<file path="src/inc/umcsb_consts.vh">
// Purpose: register offsets, bit positions and reset values of the serial modem/baud block
// Assumes: classic wishbone, 32-bit data, byte addresses
// Notes: definitions only
`ifndef UMCSB_CONSTS_VH
`define UMCSB_CONSTS_VH
// ----------------------------------------
// register byte addresses
// ----------------------------------------
`define UMCSB_ADR_DATA 5'h00
`define UMCSB_ADR_IEN 5'h04
`define UMCSB_ADR_LCTL 5'h0C
`define UMCSB_ADR_MCTL 5'h10
`define UMCSB_ADR_LSTAT 5'h14
`define UMCSB_ADR_MSTAT 5'h18
`define UMCSB_ADR_IRQ 5'h1C
// ----------------------------------------
// field positions
// ----------------------------------------
`define UMCSB_IEN_RX 0
`define UMCSB_IEN_TX_HOLDING_EMPTY_FLAG 1
`define UMCSB_IEN_MS 3
`define UMCSB_LCTL_DIVISOR_ACCESS_BIT 7
`define UMCSB_LCTL_BRK 6
`define UMCSB_MC_DTR 0
`define UMCSB_MC_RTS 1
`define UMCSB_MC_UA 2
`define UMCSB_MC_UB 3
`define UMCSB_MC_LOOP 4
`define UMCSB_LS_DR 0
`define UMCSB_LS_TX_HOLDING_EMPTY_FLAG 5
`define UMCSB_LS_TX_ALL_EMPTY_FLAG 6
// ----------------------------------------
// reset values and counts
// ----------------------------------------
`define UMCSB_LCTL_RST 8'h03
`define UMCSB_DIV_RST 16'h0001
`define UMCSB_OVS 4'hF
`endif

</file>
<file path="src/umcsb_top.v">
// Purpose: transmit status flags, modem control with loopback, modem status, baud generator
// Assumes: wishbone classic slave, 8-bit 8N1 character framing, pins two-flop synchronised
// Notes: one ack per access, answered the cycle after strobe; unmapped reads return zero
// Contract
// - holding-empty bit 5 sets on transfer to shifter, clears on cpu write
// - transmit interrupt while holding-empty set and its enable on
// - transmitter-empty bit 6 set only when holding and shifter both empty
// - line status bit 7 always reads zero
// - dtr pin low while modem control bit 0 set, else high
// - rts, user output a and b follow bits 1..3, set means low
// - loopback holds serial out high, ignores serial in, loops shifter to receiver
// - loopback ignores modem input pins, routes outputs inside, forces output pins high
// - loopback keeps interrupts under enable, modem source from control bits 0..3
// - modem control bits 5 to 7 read zero
// - reading modem status clears all four change flags
// - cts change sets status bit 0, raises modem interrupt when enabled
// - dsr change sets status bit 1, raises modem interrupt when enabled
// - ring low-to-high sets status bit 2, raises modem interrupt when enabled
// - dcd change sets status bit 3, raises modem interrupt when enabled
// - outside loopback bits 4..7 are inverted cts, dsr, ri, dcd pins
// - in loopback bits 4..7 equal rts, dtr, user a, user b control bits
// - baud generator divides clock by divisor 1..65535 giving sixteen-times clock
// - divisor held in low and high byte latches, software loads both
// - writing either divisor latch reloads the baud counter at once
// - divisor latches reachable only with line control bit 7 set
// - reading modem status drops pending modem interrupt
//
// Added by the designer: the register addresses and register access over Wishbone.
`timescale 1ns/10ps
`include "umcsb_consts.vh"
module umcsb_top (
    input wire clk_i,
    input wire rst_i,
    input wire cyc_i,
    input wire stb_i,
    input wire we_i,
    input wire [4:0] adr_i,
    input wire [3:0] sel_i,
    input wire [31:0] dat_i,
    output reg [31:0] dat_o,
    output reg ack_o,
    input wire serial_in_pin_i,
    input wire cts_n_i,
    input wire dsr_n_i,
    input wire ri_n_i,
    input wire dcd_n_i,
    output reg serial_out_pin_o,
    output reg dtr_n_o,
    output reg rts_n_o,
    output reg user_output_a_n_o,
    output reg user_output_b_n_o,
    output reg baud_tick_o,
    output reg tx_irq_o,
    output reg rx_irq_o,
    output reg ms_irq_o
);
    // ----------------------------------------
    // bus decode
    // ----------------------------------------
    // one access is taken per strobe; a standing ack blocks a second take
    // writes need byte lane 0, the other three lanes are ignored
    // reads of unmapped offsets return zero and are still acknowledged
    // the divisor access bit steers offsets 0x00 and 0x04:
    //   clear: holding register, receive buffer and interrupt enable
    //   set:   low and high divisor latch
    // line control and modem control are reachable in either setting
    // reset divisor split into its two byte latches
    localparam [15:0] div_rst = `UMCSB_DIV_RST;
    reg [7:0] interrupt_enable;
    reg [7:0] line_ctl;
    reg [7:0] modem_control;
    reg [7:0] div_lo;
    reg [7:0] div_hi;
    wire acc = cyc_i & stb_i & ~ack_o;
    wire wr = acc & we_i & sel_i[0];
    wire rd = acc & ~we_i;
    wire divisor_access_bit = line_ctl[`UMCSB_LCTL_DIVISOR_ACCESS_BIT];
    wire loop = modem_control[`UMCSB_MC_LOOP];
    wire wr_thr = wr & (adr_i == `UMCSB_ADR_DATA) & ~divisor_access_bit;
    wire wr_dll = wr & (adr_i == `UMCSB_ADR_DATA) & divisor_access_bit;
    wire wr_dlm = wr & (adr_i == `UMCSB_ADR_IEN) & divisor_access_bit;
    wire rd_msr = rd & (adr_i == `UMCSB_ADR_MSTAT);
    wire rd_rbr = rd & (adr_i == `UMCSB_ADR_DATA) & ~divisor_access_bit;

    // ----------------------------------------
    // pin synchronisers
    // ----------------------------------------
    // serial in and the four modem inputs come from outside the clock
    // two flops each; only the second stage feeds any logic
    // reset state is the inactive high level of every pin, so a cts, dsr or dcd pin
    // that is already active when reset ends shows up as a change
    // bit order: 4 serial in, 3 dcd, 2 ri, 1 dsr, 0 cts
    reg [4:0] pin_s1;
    reg [4:0] pin_s2;
    always @(posedge clk_i) begin
        if (rst_i) begin
            pin_s1 <= 5'h1F;
            pin_s2 <= 5'h1F;
        end else begin
            pin_s1 <= {serial_in_pin_i, dcd_n_i, ri_n_i, dsr_n_i, cts_n_i};
            pin_s2 <= pin_s1;
        end
    end

    // ----------------------------------------
    // baud generator
    // ----------------------------------------
    reg [15:0] baud_cnt;
    wire [15:0] divisor = {div_hi, div_lo};
    wire baud_pulse = (baud_cnt == 16'h0001) | (baud_cnt == 16'h0000);
    // divisor 1 ticks every clock; divisor 0 treated as 1
    // the counter runs down and reloads from the latches on a tick
    // a write to either latch reloads at once, so a new rate never
    // waits out a long count left from the old one
    // software loads both latches before it relies on the rate
    // tick period equals the divisor in clocks: sixteen ticks per bit
    always @(posedge clk_i) begin
        if (rst_i) begin
            baud_cnt <= `UMCSB_DIV_RST;
        end else if (wr_dll) begin
            baud_cnt <= {div_hi, dat_i[7:0]};
        end else if (wr_dlm) begin
            baud_cnt <= {dat_i[7:0], div_lo};
        end else if (baud_pulse) begin
            baud_cnt <= divisor;
        end else begin
            baud_cnt <= baud_cnt - 16'h0001;
        end
    end

    // ----------------------------------------
    // transmitter: holding register and shifter
    // ----------------------------------------
    // a cpu write fills the holding register and clears holding-empty
    // when the shifter is idle the character moves across next cycle
    // and holding-empty sets again; a write in that same cycle wins,
    // since a new character then sits in the holding register
    // frame is start, eight data bits lsb first, one stop
    // each bit lasts sixteen baud ticks
    // the shifter keeps the line high while idle
    reg [7:0] tx_holding_reg;
    reg tx_holding_empty_flag;
    reg [9:0] tx_shift;
    reg [3:0] tx_bits;
    reg [3:0] tx_ovs;
    reg tx_busy;
    wire tx_line = tx_busy ? tx_shift[0] : 1'b1;
    always @(posedge clk_i) begin
        if (rst_i) begin
            tx_holding_reg <= 8'h00;
            tx_holding_empty_flag <= 1'b1;
            tx_shift <= 10'h3FF;
            tx_bits <= 4'h0;
            tx_ovs <= 4'h0;
            tx_busy <= 1'b0;
        end else begin
            if (wr_thr) begin
                tx_holding_reg <= dat_i[7:0];
                tx_holding_empty_flag <= 1'b0;
            end else if (!tx_busy && !tx_holding_empty_flag) begin
                tx_holding_empty_flag <= 1'b1;
            end
            if (!tx_busy && !tx_holding_empty_flag) begin
                tx_shift <= {1'b1, tx_holding_reg, 1'b0};
                tx_bits <= 4'h0;
                tx_ovs <= 4'h0;
                tx_busy <= 1'b1;
            end else if (tx_busy && baud_pulse) begin
                tx_ovs <= tx_ovs + 4'h1;
                if (tx_ovs == `UMCSB_OVS) begin
                    tx_shift <= {1'b1, tx_shift[9:1]};
                    tx_bits <= tx_bits + 4'h1;
                    if (tx_bits == 4'h9) begin
                        tx_busy <= 1'b0;
                    end
                end
            end
        end
    end

    // ----------------------------------------
    // receiver: loopback selects internal line
    // ----------------------------------------
    // start is seen low on a tick, checked again mid-bit
    // a start that is high again mid-bit is dropped as noise
    // data bits are taken mid-bit, lsb first
    // the buffer and data ready load at the middle of the stop bit
    // a buffer read in that same cycle loses to the new character
    // no error flags: format bits of line control are not used here
    reg [7:0] rx_shift_reg;
    reg [7:0] rx_buf;
    reg rx_ready;
    reg rx_busy;
    reg [3:0] rx_ovs;
    reg [3:0] rx_bits;
    wire rx_line = loop ? tx_line : pin_s2[4];
    always @(posedge clk_i) begin
        if (rst_i) begin
            rx_shift_reg <= 8'h00;
            rx_buf <= 8'h00;
            rx_ready <= 1'b0;
            rx_busy <= 1'b0;
            rx_ovs <= 4'h0;
            rx_bits <= 4'h0;
        end else begin
            if (rd_rbr) begin
                rx_ready <= 1'b0;
            end
            if (baud_pulse) begin
                if (!rx_busy) begin
                    if (!rx_line) begin
                        rx_busy <= 1'b1;
                        rx_ovs <= 4'h0;
                        rx_bits <= 4'h0;
                    end
                end else begin
                    rx_ovs <= rx_ovs + 4'h1;
                    if (rx_ovs == 4'h7) begin
                        rx_bits <= rx_bits + 4'h1;
                        if (rx_bits == 4'h0 && rx_line) begin
                            rx_busy <= 1'b0; // false start
                        end else if (rx_bits == 4'h9) begin
                            rx_busy <= 1'b0;
                            rx_buf <= rx_shift_reg;
                            rx_ready <= 1'b1; // set wins over read clear
                        end else if (rx_bits != 4'h0) begin
                            rx_shift_reg <= {rx_line, rx_shift_reg[7:1]};
                        end
                    end
                end
            end
        end
    end

    // ----------------------------------------
    // modem inputs and change flags
    // ----------------------------------------
    // change flags set on any edge of cts, dsr and dcd
    // the ring flag sets only when the ring pin goes back high
    // a status read clears all four; a change in that cycle stays set
    // in loopback the control bits stand in for the four pins
    // active-high view: cts, dsr, ri, dcd
    wire [3:0] pin_act = {~pin_s2[3], ~pin_s2[2], ~pin_s2[1], ~pin_s2[0]};
    wire [3:0] loop_act = {modem_control[`UMCSB_MC_UB], modem_control[`UMCSB_MC_UA],
                           modem_control[`UMCSB_MC_DTR], modem_control[`UMCSB_MC_RTS]};
    wire [3:0] ms_act = loop ? loop_act : pin_act;
    reg [3:0] ms_prev;
    reg [3:0] ms_delta;
    wire [3:0] ms_chg = ms_prev ^ ms_act;
    wire [3:0] ms_set = {ms_chg[3], ms_prev[2] & ~ms_act[2], ms_chg[1], ms_chg[0]};
    always @(posedge clk_i) begin
        if (rst_i) begin
            ms_prev <= 4'h0;
            ms_delta <= 4'h0;
        end else begin
            ms_prev <= ms_act;
            ms_delta <= (rd_msr ? 4'h0 : ms_delta) | ms_set;
        end
    end
    // ri active-high falling equals pin low-to-high
    wire [7:0] msr_val = {ms_act[3], ms_act[2], ms_act[1], ms_act[0], ms_delta};

    // ----------------------------------------
    // control registers
    // ----------------------------------------
    always @(posedge clk_i) begin
        if (rst_i) begin
            interrupt_enable <= 8'h00;
            line_ctl <= `UMCSB_LCTL_RST;
            modem_control <= 8'h00;
            div_lo <= div_rst[7:0];
            div_hi <= div_rst[15:8];
        end else begin
            if (wr_dll) begin
                div_lo <= dat_i[7:0];
            end
            if (wr_dlm) begin
                div_hi <= dat_i[7:0];
            end
            if (wr & (adr_i == `UMCSB_ADR_IEN) & ~divisor_access_bit) begin
                interrupt_enable <= {4'h0, dat_i[3:0]};
            end
            if (wr & (adr_i == `UMCSB_ADR_LCTL)) begin
                line_ctl <= dat_i[7:0];
            end
            if (wr & (adr_i == `UMCSB_ADR_MCTL)) begin
                modem_control <= {3'h0, dat_i[4:0]};
            end
        end
    end

    // ----------------------------------------
    // read mux
    // ----------------------------------------
    // all registers are eight bits wide in byte lane 0
    // line status: bit 0 data ready, 5 holding empty, 6 all empty
    // line status bits 1 to 4 and 7 read zero
    // modem control keeps only its low five bits
    // irq status at 0x1C: bit 0 rx, bit 1 tx, bit 2 modem
    wire tx_all_empty_flag = tx_holding_empty_flag & ~tx_busy;
    wire [7:0] lsr_val = {1'b0, tx_all_empty_flag, tx_holding_empty_flag, 4'h0, rx_ready};
    reg [7:0] rd_val;
    always @* begin
        case (adr_i)
            `UMCSB_ADR_DATA: rd_val = divisor_access_bit ? div_lo : rx_buf;
            `UMCSB_ADR_IEN: rd_val = divisor_access_bit ? div_hi : interrupt_enable;
            `UMCSB_ADR_LCTL: rd_val = line_ctl;
            `UMCSB_ADR_MCTL: rd_val = modem_control;
            `UMCSB_ADR_LSTAT: rd_val = lsr_val;
            `UMCSB_ADR_MSTAT: rd_val = msr_val;
            `UMCSB_ADR_IRQ: rd_val = {5'h00, ms_irq_o, tx_irq_o, rx_irq_o};
            default: rd_val = 8'h00;
        endcase
    end

    // ----------------------------------------
    // bus answer, pins and interrupt requests
    // ----------------------------------------
    // every output comes straight from a flop
    // ack is one cycle; read data stands in the ack cycle only
    // loopback forces serial out and the four control pins high
    // break pulls serial out low outside loopback
    // modem interrupt drops in the cycle of a status read
    // tx interrupt drops in the cycle of a holding write
    always @(posedge clk_i) begin
        if (rst_i) begin
            ack_o <= 1'b0;
            dat_o <= 32'h00000000;
            serial_out_pin_o <= 1'b1;
            dtr_n_o <= 1'b1;
            rts_n_o <= 1'b1;
            user_output_a_n_o <= 1'b1;
            user_output_b_n_o <= 1'b1;
            baud_tick_o <= 1'b0;
            tx_irq_o <= 1'b0;
            rx_irq_o <= 1'b0;
            ms_irq_o <= 1'b0;
        end else begin
            ack_o <= acc;
            dat_o <= rd ? {24'h000000, rd_val} : 32'h00000000;
            serial_out_pin_o <= loop | (tx_line & ~line_ctl[`UMCSB_LCTL_BRK]);
            dtr_n_o <= loop | ~modem_control[`UMCSB_MC_DTR];
            rts_n_o <= loop | ~modem_control[`UMCSB_MC_RTS];
            user_output_a_n_o <= loop | ~modem_control[`UMCSB_MC_UA];
            user_output_b_n_o <= loop | ~modem_control[`UMCSB_MC_UB];
            baud_tick_o <= baud_pulse;
            tx_irq_o <= tx_holding_empty_flag & ~wr_thr & interrupt_enable[`UMCSB_IEN_TX_HOLDING_EMPTY_FLAG];
            rx_irq_o <= rx_ready & interrupt_enable[`UMCSB_IEN_RX];
            ms_irq_o <= (|((rd_msr ? 4'h0 : ms_delta) | ms_set)) & interrupt_enable[`UMCSB_IEN_MS];
        end
    end
endmodule

</file>
<file path="config.mk">
export PLATFORM = sky130hd
export DESIGN_NAME = umcsb_top
export DESIGN_NICKNAME = d
export VERILOG_FILES = /design/src/umcsb_top.v
export VERILOG_INCLUDE_DIRS = /design/src /design/src/inc
export SDC_FILE = /design/constraint.sdc
export NUM_CORES = 1
export LEC_CHECK = 0
export ABC_AREA = 0
export BUFFER_PORTS_ARGS = -buffer_cell sky130_fd_sc_hd__buf_2
export CORE_UTILIZATION = 35
export CTS_CLUSTER_SIZE = 24
export DETAILED_ROUTE_END_ITERATION = 12
export MAX_ROUTING_LAYER = met4
export PLACE_DENSITY = 0.53
export SLEW_MARGIN = 10
export SYNTH_ARGS = -nofsm -noshare
export SYNTH_HDL_FRONTEND = slang
export SYNTH_SLANG_ARGS = --single-unit
</file>
<file path="constraint.sdc">
create_clock -name clk_i -period 2 [get_ports clk_i]
set_input_delay 0.1 -clock clk_i [delete_from_list [all_inputs] [get_ports clk_i]]
set_output_delay 0.1 -clock clk_i [all_outputs]
set_load 0.01 [all_outputs]
</file>
# Word level (Yosys, flattened, before mapping)
# Index checks and enable logic that the tools add are counted.
[op_classes]
addsub = 5
n_eq_ne = 13
mux = 34
n_bitwise = 49
n_reduce_logical = 23
[op_table]
columns = ["op", "n"]
rows = [
  ["one-hot mux 8 bit (7 select lines)", 1],
  ["2-to-1 mux 16 bit", 3],
  ["2-to-1 mux 9 bit", 3],
  ["2-to-1 mux 4 bit", 6],
  ["AND 1 bit", 23],
  ["== test 5 bit (second input constant)", 4],
  ["2-to-1 mux 1 bit", 19],
  ["NOT 1 bit", 18],
  ["adder 4 x 1 -> 4 bit (second input constant)", 4],
  ["== test 16 x 1 -> 1 bit (second input constant)", 1],
  ["zero test 16 bit", 1],
  ["2-to-1 mux 8 bit", 2],
  ["subtractor 16 x 1 -> 16 bit (second input constant)", 1],
  ["== test 4 bit (second input constant)", 3],
  ["nonzero test 2 bit", 4],
  ["bitwise OR 1 bit", 6],
  ["AND reduction 2 bit", 3],
  ["AND reduction 3 bit", 2],
  ["AND reduction 6 bit", 1],
  ["== test 5 x 3 -> 1 bit (second input constant)", 1],
  ["== test 5 x 4 -> 1 bit (second input constant)", 1],
  ["zero test 5 bit", 1],
  ["AND reduction 5 bit", 1],
  ["== test 4 x 3 -> 1 bit (second input constant)", 1],
  ["10 further kinds", 14],
]
[totals]
ff_bits = 162

# Logic depth before layout (Yosys ltp)
[depth]
depth_word = 11
mapped_depth = 9
ltp_nobuf = 8

# Worst setup path before layout
# Ideal clock, no wire load.
[synth_path]
path_type = "reg-to-reg"
start = "register baud_cnt[0]"
end = "register baud_cnt[14]"
setup_time_ns = 0.075
t_arrival_ns = 2.103
t_required_ns = 1.925
path_slack_ns = -0.178
path_stages_with_launch = 9
path_buffers = 0
synth_period_minus_slack_ns = 2.178
path_cell_list = "dfxtp_1 -> inv_1 -> ha_1 -> nor3b_1 -> or3b_4 -> or4_1 -> a21oi_1 -> a21oi_1 -> o22ai_1"
[synth_via]
elab_chain_len = 5
word_cells_on_any_way = 7
classes_between = "add/sub: 1; eq/ne: 1; mux: 3; bitwise: 1; reduce/logical: 1"
[synth_lines]
columns = ["item", "line_no", "source"]
rows = [
  ["start: declaration", "umcsb_top.v:108", "reg [15:0] baud_cnt;"],
  ["start signal: assignment", "umcsb_top.v:119", "baud_cnt <= `UMCSB_DIV_RST;"],
  ["start signal: assignment", "umcsb_top.v:121", "baud_cnt <= {div_hi, dat_i[7:0]};"],
  ["start signal: assignment", "umcsb_top.v:123", "baud_cnt <= {dat_i[7:0], div_lo};"],
  ["branches (longest 2 deep; another with subtractor 16 x 1 -> 16 bit)", "n/a", ""],
  ["2-to-1 mux 16 bit *", "umcsb_top.v:124", "end else if (baud_pulse) begin"],
  ["2-to-1 mux 16 bit *", "umcsb_top.v:122", "end else if (wr_dlm) begin"],
  ["2-to-1 mux 16 bit *", "umcsb_top.v:120", "end else if (wr_dll) begin"],
]
# Every way passes the cells marked *.
# A chain may end at the register's enable or synchronous reset.

# Worst setup path in the final report
[layout_path]
start = "register baud_cnt[7]"
end = "register baud_cnt[14]"
# Same word-level chain as after synthesis.

==> summary.md <==
| Metric | Value |
|---|---|
| Post-DP HPWL | `12600 um` |
| Crit path required time | `2.33 ns` |
| FMAX | `461 MHz` |
| PD cells | `1180 nW/um^2` |
| Largest family of logic cells by synthesized area | `simple AND/OR/NAND/NOR gates` |
| Max Root-Sink Buffers | `2` |
| Post-synthesis compound-gate area fraction | `14.3%` |
| Final Hold Viols | `0` |
| Yosys warns | `0` |
| Largest net degree at the start of global routing | `33` |
| Worst hold-check path type | `in -> reg` |
| CP peak stage delay | `0.58 ns` |
| CTS root buffer | `clkbuf_16` |
| Mapped Cells | `722` |
| Ports | `93` |
| # rows | `48` |
| Storage cell area | `2770 sq um` |
| Remaining routing DRC violations | `0` |
| Min Clock Period, post-route | `2.17 ns` |
| LEAKAGE | `3.14 nW` |
| Part of the power in combinational logic | `36.8%` |
| Nature of the critical path endpoint | `flip-flop` |
| Synth Area in XOR/XNOR | `2.22%` |
| Die Ht | `136 um` |
| Initial antenna violation count | `0` |
| Core area | `17500 sq um` |
| Die width | `136 um` |
| GR Util met1 | `26.2%` |
| Fillers | `1665` |
| Ordered cell list for the critical path | `or4_4 > or3b_4 > or4_1 > a21oi_1 > a21oi_1 > o22ai_1` |
| Setup CP Type | `reg -> reg` |
| Register area share after synthesis | `43.7%` |
| GRT met2 Usage | `32.1%` |
| WP data arrival | `2.50 ns` |
| R2R Path Start | `baud_cnt[7]$_SDFF_PP0_` |
| Total inserted antenna cells | `0` |
| Total GRT Usage | `20.5%` |
| Drt wl/cell | `16.6 um` |
| Min-Delay Endpoint | `tx_holding_reg[6]$_SDFFE_PP0P_` |
| Routed Antenna Nets | `0` |
| Vias in the first global route | `5314` |
| Vias per cell | `5.21` |
| Max-slew headroom | `54.9%` |
| Met3 Resource Use GR | `3.80%` |
| Syn_area_per_cell | `8.76 sq um` |
| Worst Skew | `0.00848 ns` |
| Worst Hold Depth | `3` |
| Unrepaired setup endpoints after global routing | `true` |
| Reg-to-Reg End | `baud_cnt[14]$_SDFF_PP0_` |
| Reg2reg setup slack | `-0.17 ns` |
| Outcome | `complete, but fails checks` |
| Adder-cell share of the synthesized area | `1.98%` |
| Vias | `5594` |
| Layout cells sized above 1 | `27.4%` |
| Ys flop type | `dfxtp_1` |
| Drt pass-1 iters | `5` |
| Largest register FFs | `16` |
| Worst path slowest cell | `or4_4` |
| Total grt overflow | `0` |
| Worst Tran Pin Value | `0.672 ns` |
| Async SR Flop Fraction | `0%` |
| Max Cap Violations | `0` |
| Synth cell types | `67` |
| First-pass GRT wire length | `28200 um` |
| Hold slack | `0.0255 ns` |
| Simple-gate share of the synthesized area | `22.8%` |
| CP Max Fanout | `5` |
| PortBufs | `41` |
| Failing checks | `setup timing` |
| P_sw | `0.00308 W` |
| Slew Viols, Final | `0` |
| Top reg by flops | `baud_cnt` |
| Final wirelength | `17800 um` |
| Critical Path Source Type | `flip-flop` |
| Clock Latency Late Sink | `0.42 ns` |
| CTS Sinks | `138` |
| Finished Core Util | `46.5%` |
| Nets | `897` |
| Share of power burned in registers | `31.3%` |
| Most frequent CP cell | `a21oi_1` |
| Hold path start | `dat_i[6]` |
| Leading registers by flop count | `baud_cnt (16), tx_shift (9)` |
| Area of the multi-input gates | `3490 sq um` |
| Area delta synth->final | `28.5%` |
| Detailed Route Iter0 Violations | `388` |
| Peak VDD IR | `0.000741 V` |
| Sw frac | `32.1%` |
| Place WS | `-0.155 ns` |
| # setup viols final | `30` |
| Worst-path clk slew | `0.06 ns` |
| Num CTS Buffers | `17` |
| Mux contribution to synthesized area | `9.18%` |
| Final RePlAce weighted congestion | `0.894` |
| Die ar. | `18600 sq um` |
| Initial core utilization | `36.2%` |
| Worst setup margin | `-0.168 ns` |
| Number of synthesized register bits | `138` |
| Clock power share | `31.9%` |
| Final period utilization | `108%` |
| H-tree depth | `4` |
| CTS tree | `yes` |
| Register-to-Register Path Depth | `6` |
| Internal | `0.00651 W` |
| GRT busiest layer | `met2` |
| Post-synthesis cell area | `6330 sq um` |
| EDFF count, synth | `0` |
[critical path, delay by kind of cell, from the launching register on]
family,cells,cell delay [ns]
AOI/OAI and AO/OA,3,0.37
and+or+nand+nor,3,1.40
DFF,1,0.32
[logic make-up (layout without fill, tap and decap cells)]
logic type	count (synthesis)	in the layout
AO/OA/AOI/OAI	145	145
adder cells (fa/ha/maj)	10	10
XOR/XNOR	16	16
AND/OR/NAND/NOR	287	289
other	1	24
flip-flops	138	138
buffers and inverters	70	172
multiplexers	55	55
[synth_stat cells (all sizes together), types with 4 or more instances]
| cell type | n | area share (%) |
|---|---|---|
| a21oi | 45 | 3.6 |
| a221oi | 10 | 1.4 |
| a22oi | 10 | 1.2 |
| a31oi | 8 | 0.79 |
| and2 | 4 | 0.40 |
| buf | 32 | 3.5 |
| clkbuf | 28 | 1.7 |
| dfxtp | 138 | 44 |
| ha | 10 | 2.0 |
| inv | 10 | 0.59 |
| mux2 | 4 | 0.71 |
| mux2i | 49 | 7.8 |
| nand2 | 84 | 5.1 |
| nand3 | 21 | 1.7 |
| nor2 | 98 | 6.2 |
| nor2b | 12 | 1.2 |
| nor3 | 19 | 1.9 |
| nor4 | 7 | 1.0 |
| o211ai | 8 | 0.95 |
| o21ai | 35 | 2.8 |
| o22ai | 5 | 0.49 |
| o31ai | 4 | 0.47 |
| or2 | 11 | 1.1 |
| or3 | 8 | 0.95 |
| or4 | 5 | 0.71 |
| xnor2 | 7 | 0.97 |
| xor2 | 9 | 1.2 |
[power by group through the flow]
stage               clock (W)  sequential, W  combinational, W
global placement            0        0.00305           0.00253
detailed placement          0        0.00305           0.00255
floorplan                   0        0.00310           0.00153
global route          0.00325        0.00302           0.00383
CTS                   0.00311        0.00300           0.00283
finish                0.00306        0.00300           0.00353
[final cells by class]
type | instances | area share (%)
timing repair buffer | 130 | 12.0
clock buffer | 20 | 5.74
inverter | 10 | 0.462
sequential | 138 | 34.0
clock inverter | 12 | 1.42
multi-input combinational | 539 | 42.9
tap | 225 | 3.46
[metal layers]
layer | vias up | wire length (um)
met4 | 0 | 428
met3 | 30 | 845
met1 | 2649 | 8170
met2 | 176 | 8370
li1 | 2739 | -
met5 | - | 0
[cells in the final DEF (no fill, tap or decap), types with 9 or more instances in the layout]
cell         n
inv_1       10
buf_4       69
mux2i_1     49
nor2_1      89
nor2b_1     10
nand3_1     18
o21ai_0     19
buf_2       40
xor2_1       9
or2_2       11
a22oi_1     10
nor3_1      14
o21ai_1     14
nand2_1     79
ha_1         9
clkbuf_16   17
conb_1      24
dfxtp_1    134
buf_6       13
a21oi_1     42
[stage by stage]
stage	cells	setup TNS (ns)	total power [W]	area [sq um]
final	1074	-1.38	0.00959	8130
after global routing	1074	-4.96	0.0101	8130
after CTS	1063	-0.724	0.00894	7860
after detailed placement	1019	-1.78	0.00560	7130
after global placement	1019	-0.706	0.00557	7130
after floorplan	745	-0.0724	0.00462	6430
[how the worst max path moves through the flow]
| stage | start | endpoint | slack, ns | cells after the start |
|---|---|---|---|---|
| final | baud_cnt[7]$_SDFF_PP0_ | baud_cnt[14]$_SDFF_PP0_ | -0.17 | 6 |
| after global routing | baud_cnt[10]$_SDFF_PP0_ | baud_cnt[14]$_SDFF_PP0_ | -0.25 | 6 |
| after CTS | baud_cnt[7]$_SDFF_PP0_ | baud_cnt[14]$_SDFF_PP0_ | -0.15 | 6 |
| after detailed placement | baud_cnt[7]$_SDFF_PP0_ | tx_shift[2]$_SDFFE_PP1P_ | -0.16 | 6 |
| after global placement | baud_cnt[10]$_SDFF_PP0_ | baud_cnt[14]$_SDFF_PP0_ | -0.08 | 6 |
| after floorplan | baud_cnt[13]$_SDFF_PP0_ | tx_ovs[3]$_SDFFE_PP0P_ | -0.02 | 6 |
[what timing repair did]
| item | CTS | global route |
|---|---|---|
| pin swaps | 10 | 21 |
| resized for setup | 15 | 56 |
| hold buffers | 5 | 0 |
| endpoints found under the setup margin | 31 | 51 |
| gates cloned | 2 | 1 |
| endpoints found under the hold margin | 5 | 0 |
| buffers inserted | 5 | 10 |
Power figures use the tool's default switching activity.
